==> src/include/rx_map.svh <==
// Register offsets, field positions and reset values of the serial receiver.
`ifndef RX_MAP_SVH
`define RX_MAP_SVH
`define RX_AW           3
`define RX_OFF_CTRL     3'h0
`define RX_OFF_DIV_LO   3'h1
`define RX_OFF_DIV_HI   3'h2
`define RX_OFF_STATUS   3'h3
`define RX_OFF_DATA     3'h4
`define RX_OFF_IRQ_STAT 3'h5
`define RX_OFF_IRQ_MASK 3'h6
`define RX_CTRL_PEN     0
`define RX_CTRL_SYNC    1
`define RX_CTRL_CONTINUOUS_RECEIVE_ENABLE    2
`define RX_CTRL_NINE    3
`define RX_CTRL_ADDRESS_DETECT_ENABLE   4
`define RX_CTRL_HSPEED  5
`define RX_CTRL_WIDE    6
`define RX_ST_NINTH     0
`define RX_ST_FERR      1
`define RX_ST_OVERRUN_ERROR_FLAG      2
`define RX_ST_IDLE      3
`define RX_ST_READY     4
`define RX_IRQ_RX       0
`define RX_IRQ_OVR      1
`define RX_IRQ_FERR     2
`define RX_CTRL_RST     8'h00
`define RX_DIV_RST      16'h0000
`define RX_IRQ_RST      3'h0
`define RX_OS_LOW       4'hf
`define RX_OS_HIGH      4'h3
`define RX_BUF_DEPTH    2'h2
`endif

==> src/include/rx_pkg.sv <==
// Types shared by the serial receiver modules.
`default_nettype none
package rx_pkg;
   typedef struct packed {
      logic       ferr;
      logic       ninth;
      logic [7:0] data;
   } rx_char_t;
   typedef enum logic [1:0] {ST_IDLE, ST_START, ST_DATA, ST_STOP} rx_state_t;
endpackage
`default_nettype wire

==> src/rtl/async_serial_receiver.sv <==
// Asynchronous serial receiver with two-character buffer and registers.
`default_nettype none
`include "rx_map.svh"
module async_serial_receiver (
   input  wire logic                 clk_i,
   input  wire logic                 rst_n_i,
   input  wire logic [`RX_AW-1:0]    addr_i,
   input  wire logic [7:0]           wdata_i,
   input  wire logic                 wr_i,
   input  wire logic                 rd_i,
   input  wire logic                 rx_i,
   output logic [7:0]                rdata_o,
   output logic                      irq_o
);
   import rx_pkg::*;

   // ----------------------------------------------------------------
   // Registers
   // ----------------------------------------------------------------
   logic [7:0]  ctrl;
   logic [15:0] divisor;
   logic [2:0]  irq_stat;
   logic [2:0]  irq_mask;
   logic        overrun;
   rx_char_t    buf_mem [0:1];
   logic        wr_ptr;
   logic        rd_ptr;
   logic [1:0]  count;

   // ----------------------------------------------------------------
   // Decode
   // ----------------------------------------------------------------
   function automatic logic hit(input logic [`RX_AW-1:0] a,
                                input logic [`RX_AW-1:0] off);
      return a == off;
   endfunction

   wire wr_ctrl  = wr_i && hit(addr_i, `RX_OFF_CTRL);
   wire wr_div_l = wr_i && hit(addr_i, `RX_OFF_DIV_LO);
   wire wr_div_h = wr_i && hit(addr_i, `RX_OFF_DIV_HI);
   wire wr_istat = wr_i && hit(addr_i, `RX_OFF_IRQ_STAT);
   wire wr_imask = wr_i && hit(addr_i, `RX_OFF_IRQ_MASK);
   wire rd_data  = rd_i && hit(addr_i, `RX_OFF_DATA);
   wire rd_stat  = rd_i && hit(addr_i, `RX_OFF_STATUS);

   wire port_enable               = ctrl[`RX_CTRL_PEN];
   wire sync_select               = ctrl[`RX_CTRL_SYNC];
   wire continuous_receive_enable = ctrl[`RX_CTRL_CONTINUOUS_RECEIVE_ENABLE];
   wire nine_bit_receive_select   = ctrl[`RX_CTRL_NINE];
   wire address_detect_enable     = ctrl[`RX_CTRL_ADDRESS_DETECT_ENABLE];
   wire high_speed_baud_select    = ctrl[`RX_CTRL_HSPEED];
   wire wide_divisor_select       = ctrl[`RX_CTRL_WIDE];

   // ----------------------------------------------------------------
   // Receive path
   // ----------------------------------------------------------------
   // Reception also halts while an overrun stands; it is recovered only
   // by toggling continuous receive, so no later character is mixed in.
   wire rx_active = port_enable && !sync_select && continuous_receive_enable
                    && !overrun;
   wire addr_mode = address_detect_enable && nine_bit_receive_select;

   wire       tick;
   wire       done;
   rx_char_t  chr;
   wire       receiver_idle_indicator;
   wire [3:0] os_max = high_speed_baud_select ? `RX_OS_HIGH : `RX_OS_LOW;

   baud_tick u_baud (
      .clk_i   (clk_i),
      .rst_n_i (rst_n_i),
      .run_i   (rx_active),
      .wide_i  (wide_divisor_select),
      .div_i   (divisor),
      .tick_o  (tick)
   );

   rx_shifter u_shift (
      .clk_i    (clk_i),
      .rst_n_i  (rst_n_i),
      .en_i     (rx_active),
      .tick_i   (tick),
      .os_max_i (os_max),
      .nine_i   (nine_bit_receive_select),
      .rx_i     (rx_i),
      .done_o   (done),
      .chr_o    (chr),
      .idle_o   (receiver_idle_indicator)
   );

   // ----------------------------------------------------------------
   // Receive buffer
   // ----------------------------------------------------------------
   wire      receive_ready_flag = count != 2'h0;
   wire      pop    = rd_data && receive_ready_flag;
   wire      accept = done && rx_active
                      && (!addr_mode || chr.ninth);
   wire      full   = count == `RX_BUF_DEPTH && !pop;
   wire      push   = accept && !full;
   wire      ovr_ev = accept && full;
   wire rx_char_t head = buf_mem[rd_ptr];

   wire [1:0] next_count = count + {1'b0, push} - {1'b0, pop};

   always_ff @(posedge clk_i or negedge rst_n_i) begin
      if (!rst_n_i) begin
         wr_ptr <= 1'b0;
         rd_ptr <= 1'b0;
         count  <= 2'h0;
      end else begin
         if (push) wr_ptr <= !wr_ptr;
         if (pop) rd_ptr <= !rd_ptr;
         count <= next_count;
      end
   end

   always_ff @(posedge clk_i) begin
      if (push) buf_mem[wr_ptr] <= chr;
   end

   // ----------------------------------------------------------------
   // Control and status registers
   // ----------------------------------------------------------------
   always_ff @(posedge clk_i or negedge rst_n_i) begin
      if (!rst_n_i) begin
         ctrl    <= `RX_CTRL_RST;
         divisor <= `RX_DIV_RST;
      end else begin
         if (wr_ctrl) ctrl <= wdata_i;
         if (wr_div_l) divisor[7:0] <= wdata_i;
         if (wr_div_h) divisor[15:8] <= wdata_i;
      end
   end

   always_ff @(posedge clk_i or negedge rst_n_i) begin
      if (!rst_n_i) overrun <= 1'b0;
      else if (ovr_ev) overrun <= 1'b1;
      else if (!continuous_receive_enable) overrun <= 1'b0;
   end

   // ----------------------------------------------------------------
   // Interrupts
   // ----------------------------------------------------------------
   wire [2:0] irq_ev = {done && rx_active && chr.ferr, ovr_ev, push};
   wire [2:0] irq_clr = wr_istat ? wdata_i[2:0] : 3'h0;
   wire [2:0] next_irq_stat = (irq_stat & ~irq_clr) | irq_ev;

   always_ff @(posedge clk_i or negedge rst_n_i) begin
      if (!rst_n_i) begin
         irq_stat <= `RX_IRQ_RST;
         irq_mask <= `RX_IRQ_RST;
         irq_o    <= 1'b0;
      end else begin
         irq_stat <= next_irq_stat;
         if (wr_imask) irq_mask <= wdata_i[2:0];
         irq_o <= |(irq_stat & irq_mask);
      end
   end

   // ----------------------------------------------------------------
   // Read data
   // ----------------------------------------------------------------
   wire ninth_rd = receive_ready_flag && nine_bit_receive_select
                   && (head.ninth || addr_mode);
   wire [7:0] status_rd = {3'h0, receive_ready_flag, receiver_idle_indicator,
                           overrun, receive_ready_flag && head.ferr,
                           ninth_rd};
   wire [7:0] data_rd = receive_ready_flag ? head.data : 8'h00;

   logic [7:0] rd_mux;
   always_comb begin
      case (addr_i)
         `RX_OFF_CTRL:     rd_mux = ctrl;
         `RX_OFF_DIV_LO:   rd_mux = divisor[7:0];
         `RX_OFF_DIV_HI:   rd_mux = divisor[15:8];
         `RX_OFF_STATUS:   rd_mux = status_rd;
         `RX_OFF_DATA:     rd_mux = data_rd;
         `RX_OFF_IRQ_STAT: rd_mux = {5'h00, irq_stat};
         `RX_OFF_IRQ_MASK: rd_mux = {5'h00, irq_mask};
         default:          rd_mux = 8'h00;
      endcase
   end

   always_ff @(posedge clk_i or negedge rst_n_i) begin
      if (!rst_n_i) rdata_o <= 8'h00;
      else rdata_o <= rd_i ? rd_mux : 8'h00;
   end
endmodule // async_serial_receiver
`default_nettype wire

==> src/rtl/baud_tick.sv <==
// Oversampling tick generator driven by the baud divisor.
`default_nettype none
`include "rx_map.svh"
module baud_tick (
   input  wire logic        clk_i,
   input  wire logic        rst_n_i,
   input  wire logic        run_i,
   input  wire logic        wide_i,
   input  wire logic [15:0] div_i,
   output logic             tick_o
);
   logic [15:0] cnt;
   wire  [15:0] top = wide_i ? div_i : {8'h00, div_i[7:0]};

   always_ff @(posedge clk_i or negedge rst_n_i) begin
      if (!rst_n_i) begin
         cnt    <= `RX_DIV_RST;
         tick_o <= 1'b0;
      end else if (!run_i || cnt >= top) begin
         cnt    <= `RX_DIV_RST;
         tick_o <= run_i;
      end else begin
         cnt    <= cnt + 16'h0001;
         tick_o <= 1'b0;
      end
   end
endmodule // baud_tick
`default_nettype wire

==> src/rtl/rx_shifter.sv <==
// Frame receiver: start, eight or nine data bits, stop.
`default_nettype none
`include "rx_map.svh"
module rx_shifter (
   input  wire logic             clk_i,
   input  wire logic             rst_n_i,
   input  wire logic             en_i,
   input  wire logic             tick_i,
   input  wire logic [3:0]       os_max_i,
   input  wire logic             nine_i,
   input  wire logic             rx_i,
   output logic                  done_o,
   output rx_pkg::rx_char_t      chr_o,
   output logic                  idle_o
);
   import rx_pkg::*;
   rx_state_t  state;
   logic [3:0] cnt;
   logic [3:0] bitn;
   logic [8:0] sr;
   wire        at_end  = tick_i && cnt == os_max_i;
   wire        at_half = tick_i && cnt == {1'b0, os_max_i[3:1]};
   wire [3:0]  last    = nine_i ? 4'h8 : 4'h7;

   assign idle_o = state == ST_IDLE;

   always_ff @(posedge clk_i or negedge rst_n_i) begin
      if (!rst_n_i) begin
         state  <= ST_IDLE;
         cnt    <= 4'h0;
         bitn   <= 4'h0;
         sr     <= 9'h000;
         done_o <= 1'b0;
         chr_o  <= '0;
      end else begin
         done_o <= 1'b0;
         if (tick_i) cnt <= at_end ? 4'h0 : cnt + 4'h1;
         case (state)
            ST_IDLE: begin
               cnt <= 4'h0;
               if (en_i && !rx_i) state <= ST_START;
            end
            ST_START: if (at_half) begin
               cnt   <= 4'h0;
               bitn  <= 4'h0;
               state <= rx_i ? ST_IDLE : ST_DATA;
            end
            ST_DATA: if (at_end) begin
               sr   <= {rx_i, sr[8:1]};
               bitn <= bitn + 4'h1;
               if (bitn == last) state <= ST_STOP;
            end
            ST_STOP: if (at_end) begin
               state       <= ST_IDLE;
               done_o      <= 1'b1;
               chr_o.ferr  <= !rx_i;
               chr_o.ninth <= nine_i & sr[8];
               chr_o.data  <= nine_i ? sr[7:0] : sr[8:1];
            end
            default: state <= ST_IDLE;
         endcase
         if (!en_i) state <= ST_IDLE;
      end
   end
endmodule // rx_shifter
`default_nettype wire

==> config.mk <==
export PLATFORM = sky130hd
export DESIGN_NAME = async_serial_receiver
export DESIGN_NICKNAME = d
export VERILOG_FILES = /design/src/include/rx_pkg.sv /design/src/rtl/async_serial_receiver.sv /design/src/rtl/baud_tick.sv /design/src/rtl/rx_shifter.sv
export VERILOG_INCLUDE_DIRS = /design/src /design/src/include
export SDC_FILE = /design/constraint.sdc
export NUM_CORES = 1
export LEC_CHECK = 0
export BUFFER_PORTS_ARGS = -buffer_cell sky130_fd_sc_hd__buf_2
export CORE_MARGIN = 4
export CORE_UTILIZATION = 40
export CTS_CLUSTER_SIZE = 16
export DETAILED_ROUTE_END_ITERATION = 10
export PLACE_DENSITY_LB_ADDON = 0.12
export SYNTH_ARGS = -nofsm -noshare
export SYNTH_HDL_FRONTEND = slang
export SYNTH_SLANG_ARGS = --single-unit
==> constraint.sdc <==
create_clock -name clk_i -period 6.72 [get_ports clk_i]
set_clock_uncertainty 0.05 [all_clocks]
set_input_delay 0.672 -clock clk_i [delete_from_list [all_inputs] [get_ports clk_i]]
set_output_delay 0.672 -clock clk_i [all_outputs]
set_load 0.05 [all_outputs]
[Word level (Yosys, flattened, before mapping)]
Memories as Yosys holds them, arrays and structs flattened.
Index checks and enable logic that the tools add are counted.
Operators by class
  $add $sub $neg: 5
  magnitude comparators: 1
  equal/unequal tests: 21
  multiplexer cells: 31
  bitwise operators: 5
  reduce and logical (&&, ||, !) cells: 44
Operators with widths (number)
  $pmux W8 S7: 1
  $mux W16: 2
  $mux W4: 7
  $mux W8: 3
  $logic_and A1 B1 Y1: 23
  $add A16 B1 Y16 const B: 1
  $ge A16 B16 Y1: 1
  $pmux W4 S2: 2
  $ne A3 B2 Y1 const B: 5
  $mux W2: 7
  $eq A3 B3 Y1 const B: 3
  $logic_not A1 Y1: 9
  $add A4 B1 Y4 const B: 2
  $eq A4 B4 Y1: 2
  $pmux W2 S4: 1
  $mux W1: 7
  $and A3 B3 Y3: 2
  $eq A2 B2 Y1 const B: 3
  $eq A3 B2 Y1 const B: 2
  $ne A2 B1 Y1 const B: 3
  $reduce_and A5 Y1: 1
  $eq A4 B3 Y1: 1
  $reduce_and A2 Y1: 2
  $reduce_bool A2 Y1: 2
  other kinds (13): 15
Storage, ports and cells
  bits in registers: 91
  RAM bits: 20
  input bits: 16
  output and inout bits: 9
  logic and storage cells: 129
  memories kept: 1
Memory list
  buf_mem: depth 2, width 10, rd ports 1, clocked after memory_dff 0, wr ports 1, line async_serial_receiver.sv:25  | rx_char_t buf_mem [0:1];

[Longest topological paths before layout]
Gate-level depths: netlist of run 1.
  depth after elaboration: 9
  gate-level depth with buffers: 10
  depth with buffers taken out: 9

[Modules after synthesis]
From an unflattened synthesis of run 1, not the netlist that was laid out.
Second synthesis, totals
  cell total of the unflattened synthesis: 458
  area total of the unflattened synthesis: 5640.4 um2
By module, submodules not included
  async_serial_receiver: instances 1, cells each 199, area an instance 2825.2 um2, sequential area each 1701.6 um2
  rx_shifter: instances 1, cells each 127, area an instance 1559.0 um2, sequential area each 750.7 um2
  baud_tick: instances 1, cells each 132, area an instance 1256.2 um2, sequential area each 425.4 um2

[Least setup slack after synthesis of run 1]
No wires, ideal clock.
  path type: reg-to-reg
  from: reg ctrl[1]
  to: reg count[1]
  setup time: 0.123 ns
  arrival time: 2.099 ns
  data required time: 6.547 ns
  slack: 4.449 ns
  stages on the path, launching flop included: 9
  buffers on the path: 0
  period minus slack after synthesis: 2.271 ns
  path through: dfrtp_1 nor4bb_1 o211ai_1 nand2b_1 ha_1 inv_1 ha_1 xnor2_1 xnor2_1
On the way
  longest elaborated chain between the ends: 9
RTL lines
  start, declared: line async_serial_receiver.sv:20  | logic [7:0] ctrl;
  start signal, assigned: line async_serial_receiver.sv:126  | ctrl <= `RX_CTRL_RST;
  start signal, assigned: line async_serial_receiver.sv:129  | if (wr_ctrl) ctrl <= wdata_i;
  $logic_not A1 Y1: line async_serial_receiver.sv:59  | wire rx_active = port_enable && !sync_select && continuous_receive_enable
  $logic_and A1 B1 Y1 (2 in series): line async_serial_receiver.sv:59
  $logic_and A1 B1 Y1: line async_serial_receiver.sv:60  | && !overrun;
  $logic_and A1 B1 Y1: line async_serial_receiver.sv:96  | wire accept = done && rx_active
  $logic_and A1 B1 Y1: line async_serial_receiver.sv:97  | && (!addr_mode || chr.ninth);
  $logic_and A1 B1 Y1: line async_serial_receiver.sv:99  | wire push = accept && !full;
  $add A2 B1 Y2: line async_serial_receiver.sv:103  | wire [1:0] next_count = count + {1'b0, push} - {1'b0, pop};
  $sub A2 B1 Y2: line async_serial_receiver.sv:103
  via next_count[1]: line async_serial_receiver.sv:103
  end signal, assigned: line async_serial_receiver.sv:113  | count <= next_count;
  end, declared: line async_serial_receiver.sv:28  | logic [1:0] count;
The timed path passes the listed nets, and every way through them passes these cells.
A chain may end at the register's enable or synchronous reset.

[Worst setup path after layout of run 1]
  from: reg ctrl[6]
  to: reg u_baud.cnt[2]
On the way
  longest elaborated chain between the ends: 4
RTL lines
  $mux W16: line baud_tick.sv:13  | wire [15:0] top = wide_i ? div_i : {8'h00, div_i[7:0]};
  $ge A16 B16 Y1: line baud_tick.sv:19  | end else if (!run_i || cnt >= top) begin
  $logic_or A1 B1 Y1: line baud_tick.sv:19
  $mux W16: line baud_tick.sv:19
  end signal, assigned: line baud_tick.sv:17  | cnt <= `RX_DIV_RST;
  end signal, assigned: line baud_tick.sv:20  | cnt <= `RX_DIV_RST;
  end signal, assigned: line baud_tick.sv:23  | cnt <= cnt + 16'h0001;
  end, declared: line baud_tick.sv:12  | logic [15:0] cnt;
No other way between the ends.

==> results of run 1 <==
-- critical path, cell delays in order, from the launching register on --
cell      delay, ps
dfrtp_1         500
nand2_1          90
ha_1            320
nand2_1          60
o21ai_0         240
nor3_1          100
a211oi_2        960
nor3_1          150
-- logic make-up (layout without fill, tap and decap cells) --
logic type,count (synthesis),after routing
simple gates,156,156
mux,59,59
xor+xnor,20,20
compound gates,81,81
flops,111,111
buf+inv,36,63
fa+ha+maj,26,26
-- per-layer routing --
metal,track usage,wire (um),vias to the layer above
met2,0.242,5320,37
met5,0,0,-
li1,-,-,1792
met1,0.207,5580,1755
met3,0.0334,303,10
met4,0.0445,141,0
-- placed cells by master (no fill, tap or decap), types with 3 or more instances in the layout --
master | Yosys | final
edfxtp_1 | 20 | 20
ha_1 | 26 | 26
mux2i_1 | 25 | 25
a22o_1 | 5 | 5
xnor2_1 | 6 | 6
nand4_1 | 7 | 7
nor2_1 | 30 | 30
nand2b_1 | 4 | 4
inv_6 | 0 | 5
o211ai_1 | 3 | 3
a21oi_1 | 13 | 13
nor3b_1 | 4 | 4
o21ai_0 | 34 | 34
clkbuf_16 | 0 | 9
nor2b_1 | 3 | 3
a21o_1 | 5 | 5
a22oi_1 | 3 | 3
nand3_1 | 14 | 14
mux2_2 | 33 | 33
nor3_1 | 23 | 23
nand2_1 | 53 | 53
buf_2 | 0 | 23
inv_1 | 20 | 20
dfrtp_1 | 91 | 91
xor2_1 | 14 | 14
buf_4 | 0 | 4
and3_1 | 3 | 3
-- sequential cells by signal, summed over array words and instances, names as in the netlist --
name / count
buf_mem: 20
count: 2
ctrl: 8
divisor: 16
irq_mask: 3
irq_o: 1
irq_stat: 3
overrun: 1
rd_ptr: 1
rdata_o: 8
u_baud.cnt: 16
u_baud.tick_o: 1
u_shift.bitn: 4
u_shift.chr_o: 10
u_shift.cnt: 4
u_shift.done_o: 1
u_shift.sr: 9
u_shift.state: 2
wr_ptr: 1
-- layout make-up --
| type | instances | area, sq um | share of cell area |
|---|---|---|---|
| Sequential cell | 111 | 2880 | 0.475 |
| Multi-Input combinational cell | 342 | 2430 | 0.401 |
| Clock buffer | 9 | 225 | 0.0372 |
| Tap cell | 176 | 220 | 0.0364 |
| Timing Repair Buffer | 27 | 145 | 0.0240 |
| Clock inverter | 7 | 85.1 | 0.0140 |
| Inverter | 20 | 75.1 | 0.0124 |
-- worst paths after layout --
path | from | depth (start not counted) | endpoint
max in group asynchronous | rst_n_i | 2 | u_baud.tick_o
max reg2reg | ctrl[6] | 7 | u_baud.cnt[2]
max | ctrl[6] | 7 | u_baud.cnt[2]
min in group clk_i | u_shift.chr_o[2] | 0 | buf_mem[1][2]
min | rst_n_i | 1 | rdata_o[2]
min reg2reg | u_shift.chr_o[2] | 0 | buf_mem[1][2]
-- synth_stat cells, drive strengths merged, types with 5 or more instances --
library cell,n,area [sq um]
nand3,14,70.1
nand2,53,199
nand4,7,43.8
clkbuf,14,52.6
dfrtp,91,2280
o21ai,35,175
xnor2,6,52.6
mux2i,25,250
a21oi,13,65.1
mux2,33,372
inv,20,75.1
edfxtp,20,601
ha,26,325
a22o,5,43.8
xor2,14,123
nor3,24,125
nor2,30,113
a21o,5,37.5
-- power by group --
part / total [uW] / internal (uW) / switching [uW]
registers: 801 / 735 / 66.5
clock network: 558 / 299 / 259
logic: 229 / 104 / 125
total: 1590 / 1140 / 451
-- per-stage QoR --
step	cells	setup WS [ps]	total power (uW)	hold WS (ps)	cell area, sq um
after global routing	692	3790	1670	232	6060
after floorplan	489	4450	967	326	5450
final	692	4080	1590	200	6060
after detailed placement	676	4060	1050	407	5750
after CTS	692	4050	1620	209	6060
after global placement	676	4170	1040	405	5750
==> results.json, run 1 <==
{
  "clk_pin_slew_ps": 80,
  "end_kind": "register",
  "ys_seq_area_frac": 0.528,
  "synth-seq-cells": 111,
  "yosys.area_share.simple": 0.140,
  "fin_crit_ps": 2640,
  "p_leak_uw": 0.00265,
  "drc": 0,
  "grt_antenna_before_repair": 0,
  "ys_warn_count": 0,
  "initialDrtViolationCount": 144,
  "slew_headroom": 0.234,
  "finalCritPeriodShare": 0.392,
  "report.final.slew_viol_count": 0,
  "post-cts-setup-buffers": 0,
  "rows": 42,
  "tightest_slew_ps": 1150,
  "ir_drop_v": 0.000130,
  "synth-edff-count": 20,
  "cp_max_fo": 17,
  "dp_hpwl_um": 8230,
  "max_freq_mhz": 379,
  "grt.total_usage": 0.151,
  "rsz0062_at_grt": "no",
  "cts_hold_buf": 0,
  "hp-class": "in2async",
  "ys_dominant_reg_cell": "dfrtp_1",
  "r2r_slack_ps": 4080,
  "die-area_sq_um": 15600,
  "overflow": 0,
  "grt_max_degree": 58,
  "startpoint_type": "register",
  "setup_violations": 0,
  "htreeDepth": 3,
  "antennaDiodeCount": 0,
  "core_area_sq_um": 13300,
  "vias": 3594,
  "cts.path.max_buffers": 2,
  "max_cap_violations": 0,
  "n_fill_cell": 1281,
  "synth_nets": 531,
  "cts_tree": "yes",
  "clock_latency_ps": 350,
  "area_delta_synth_final_pct": 11.2,
  "ant_nets": 0,
  "numCtsBuffers": 9,
  "ys_types": 56,
  "fin_nets": 553,
  "start_util": 0.410,
  "grt_first_pass_wirelength_um": 18900,
  "cts.sinks": 111,
  "totalNegativeSetupSlack_ps": 0,
  "synth_compound_area_frac": 0.0953,
  "synth_xor_area_frac": 0.0322,
  "status": "finished, final reports clean",
  "clockRootBuffer": "clkbuf_16",
  "wirelength_um": 11300,
  "first_pass_iters": 4,
  "place.gp.congestion": 0.792,
  "muxShareOfSynthArea": 0.118,
  "yosys.area_share.adder": 0.0597,
  "io_pins": 25,
  "wire_per_inst_um": 16.4,
  "postSynthAreaPerCell_sq_um": 11.1,
  "synth_async_sr_flop_share": 0.820,
  "synth_top_family_by_area": "simple AND/OR/NAND/NOR gates",
  "required_ps": 6850,
  "utilization": 0.455,
  "die_x_um": 125,
  "critical_path_class": "reg2reg",
  "vias_per_cell": 5.19,
  "port_buffers": 24,
  "hold_viol_final": 0,
  "die_h_um": 125,
  "syn-cell-area_sq_um": 5450,
  "cts_resized": 0,
  "syn_inst": 489,
  "power_density_nw_per_um2": 262,
  "drive_above_1_share": 0.167,
  "grt_pass1_vias": 3587,
  "arrival_ps": 2770
}
Power figures use the tool's default switching activity.
==> run 2, diff against run 1 <==
clock period = 2.3 ns   (was 6.72 ns; I/O delays follow)
==> run 2 against run 1 <==
Net effect: sequential power grew to 2.8 times the previous value; clock-buffer cell count grew 1; clock power grew to 2.8 times the previous value; global-route usage grew 0.76 points; flip-flop and latch count is the same; final cell count grew 2.0%; die area is the same; highest routed layer unchanged.
==> results.json, run 2 (synthesis results as in run 1) <==
{
  "status": "finished, final reports clean",
  "die_h_um": 125,
  "cp_max_fo": 3,
  "initialDrtViolationCount": 216,
  "startpoint_type": "register",
  "p_leak_uw": 0.00271,
  "grt_max_degree": 45,
  "first_pass_iters": 4,
  "core_area_sq_um": 13300,
  "vias": 3766,
  "clock_latency_ps": 360,
  "placed_area_sq_um": 5860,
  "vias_per_cell": 5.33,
  "area_delta_synth_final_pct": 13.1,
  "wirelength_um": 11800,
  "cp_num_buf_inv": 1,
  "fin_area_sq_um": 6160,
  "required_ps": 2530,
  "ant_nets": 0,
  "cts.sinks": 111,
  "grt_pass1_vias": 3770,
  "path_delay_family": "simple AND/OR/NAND/NOR gates",
  "totalNegativeSetupSlack_ps": 0,
  "end_kind": "register",
  "power_density_nw_per_um2": 748,
  "drc": 0,
  "hold_viol_final": 0,
  "htreeDepth": 3,
  "slew_headroom": 0.569,
  "cts.path.max_buffers": 2,
  "largest_reg_flops": 20,
  "clockRootBuffer": "clkbuf_16",
  "top_register": "buf_mem",
  "arrival_ps": 2360,
  "finalCritPeriodShare": 0.924,
  "die-area_sq_um": 15600,
  "post-cts-setup-buffers": 0,
  "grt_antenna_before_repair": 0,
  "cp_slowest_cell": "dfrtp_1",
  "setup_violations": 0,
  "dp_slack_ps": 113,
  "fin_crit_ps": 2130,
  "grt.total_usage": 0.159,
  "hp-class": "in2reg",
  "port_buffers": 24,
  "multiInputGateArea_sq_um": 2440,
  "finalPower_uw": 4610,
  "rsz0062_at_grt": "no",
  "layout_setup_ws_ps": 174,
  "clk_pin_slew_ps": 80,
  "antennaDiodeCount": 0,
  "wire_per_inst_um": 16.8,
  "ir_drop_v": 0.000390,
  "die_x_um": 125,
  "dp_hpwl_um": 8580,
  "tightest_slew_ps": 645,
  "place.gp.congestion": 0.842,
  "layout_commonest_cell": "dfrtp_1",
  "crit_chain": "nor4bb_2 > o211ai_1 > nand2b_1 > ha_1 > inv_1 > ha_1 > xnor2_1 > xnor2_1",
  "placed_cells": 689,
  "grt_first_pass_wirelength_um": 19700,
  "start_util": 0.410,
  "max_freq_mhz": 470,
  "rows": 42,
  "fin_nets": 567,
  "report.final.slew_viol_count": 0,
  "max_cap_violations": 0,
  "top_regs": "buf_mem x20, divisor x16, u_baud.cnt x16",
  "n_fill_cell": 1255,
  "crit_path_max_incr_delay_ps": 420,
  "stdcell_count": 706,
  "regArea_sq_um": 2880,
  "io_pins": 25,
  "drive_above_1_share": 0.191,
  "cts_tree": "yes",
  "overflow": 0,
  "critical_path_class": "reg2reg",
  "final_cell_mix": "90 x dfrtp_1, 52 x nand2_1, 34 x o21ai_0",
  "numCtsBuffers": 9
}
-- run 2: through the flow --
stage	util	hold WS [ps]
final	0.464	76.4
after global routing	0.464	89.8
after CTS	0.463	67.4
after detailed placement	0.440	235
after global placement	0.440	224
after floorplan	-	-116
-- run 2: worst min-delay path: stages --
cell and delay, ps:
buf_2 110, nand2_1 50, o21ai_0 60
-- run 2: final timing paths --
path	start	endpoint	slack (ps)	cells after the start
min in group asynchronous	rst_n_i	count[0]	370	2
worst max register to register	ctrl[1]	count[1]	170	8
worst min-delay path	wdata_i[5]	divisor[5]	80	3
worst max-delay path	ctrl[1]	count[1]	170	8
worst min register to register	u_shift.chr_o[5]	buf_mem[1][5]	430	0
max in group asynchronous	rst_n_i	u_shift.chr_o[1]	1180	3
-- run 2: routing by layer --
layer  share of wire  vias to the layer above  GRT usage  routed length (um)
met2            0.47                       51      0.251                5530
met5               0                        -          0                   0
met4           0.016                        0     0.0464                 185
met1            0.48                     1871      0.214                5720
li1                -                     1830          -                   -
met3           0.034                       14     0.0442                 401
-- run 2: cell type report --
class,count,share of cell area
flip-flops and latches,111,0.467
multi-input cells,342,0.395
repair buffers,41,0.0430
clock buffers,10,0.0371
well taps,176,0.0357
inverters,20,0.0122
clock inverters,6,0.00954
-- run 2: power by group --
part	total [uW]	switching, uW	internal [uW]	leakage (uW)
Sequential	2280	135	2150	0.00134
Clock	1550	784	768	0.000139
Combinational	777	443	334	0.00123
Total	4610	1360	3250	0.00271
-- run 2: timing repair --
| action | in CTS | in global routing |
|---|---|---|
| hold endpoints to repair | 42 | 0 |
| gates resized for setup | 0 | 3 |
| endpoints found under the setup margin | 0 | 17 |
| hold buffers | 1 | 0 |
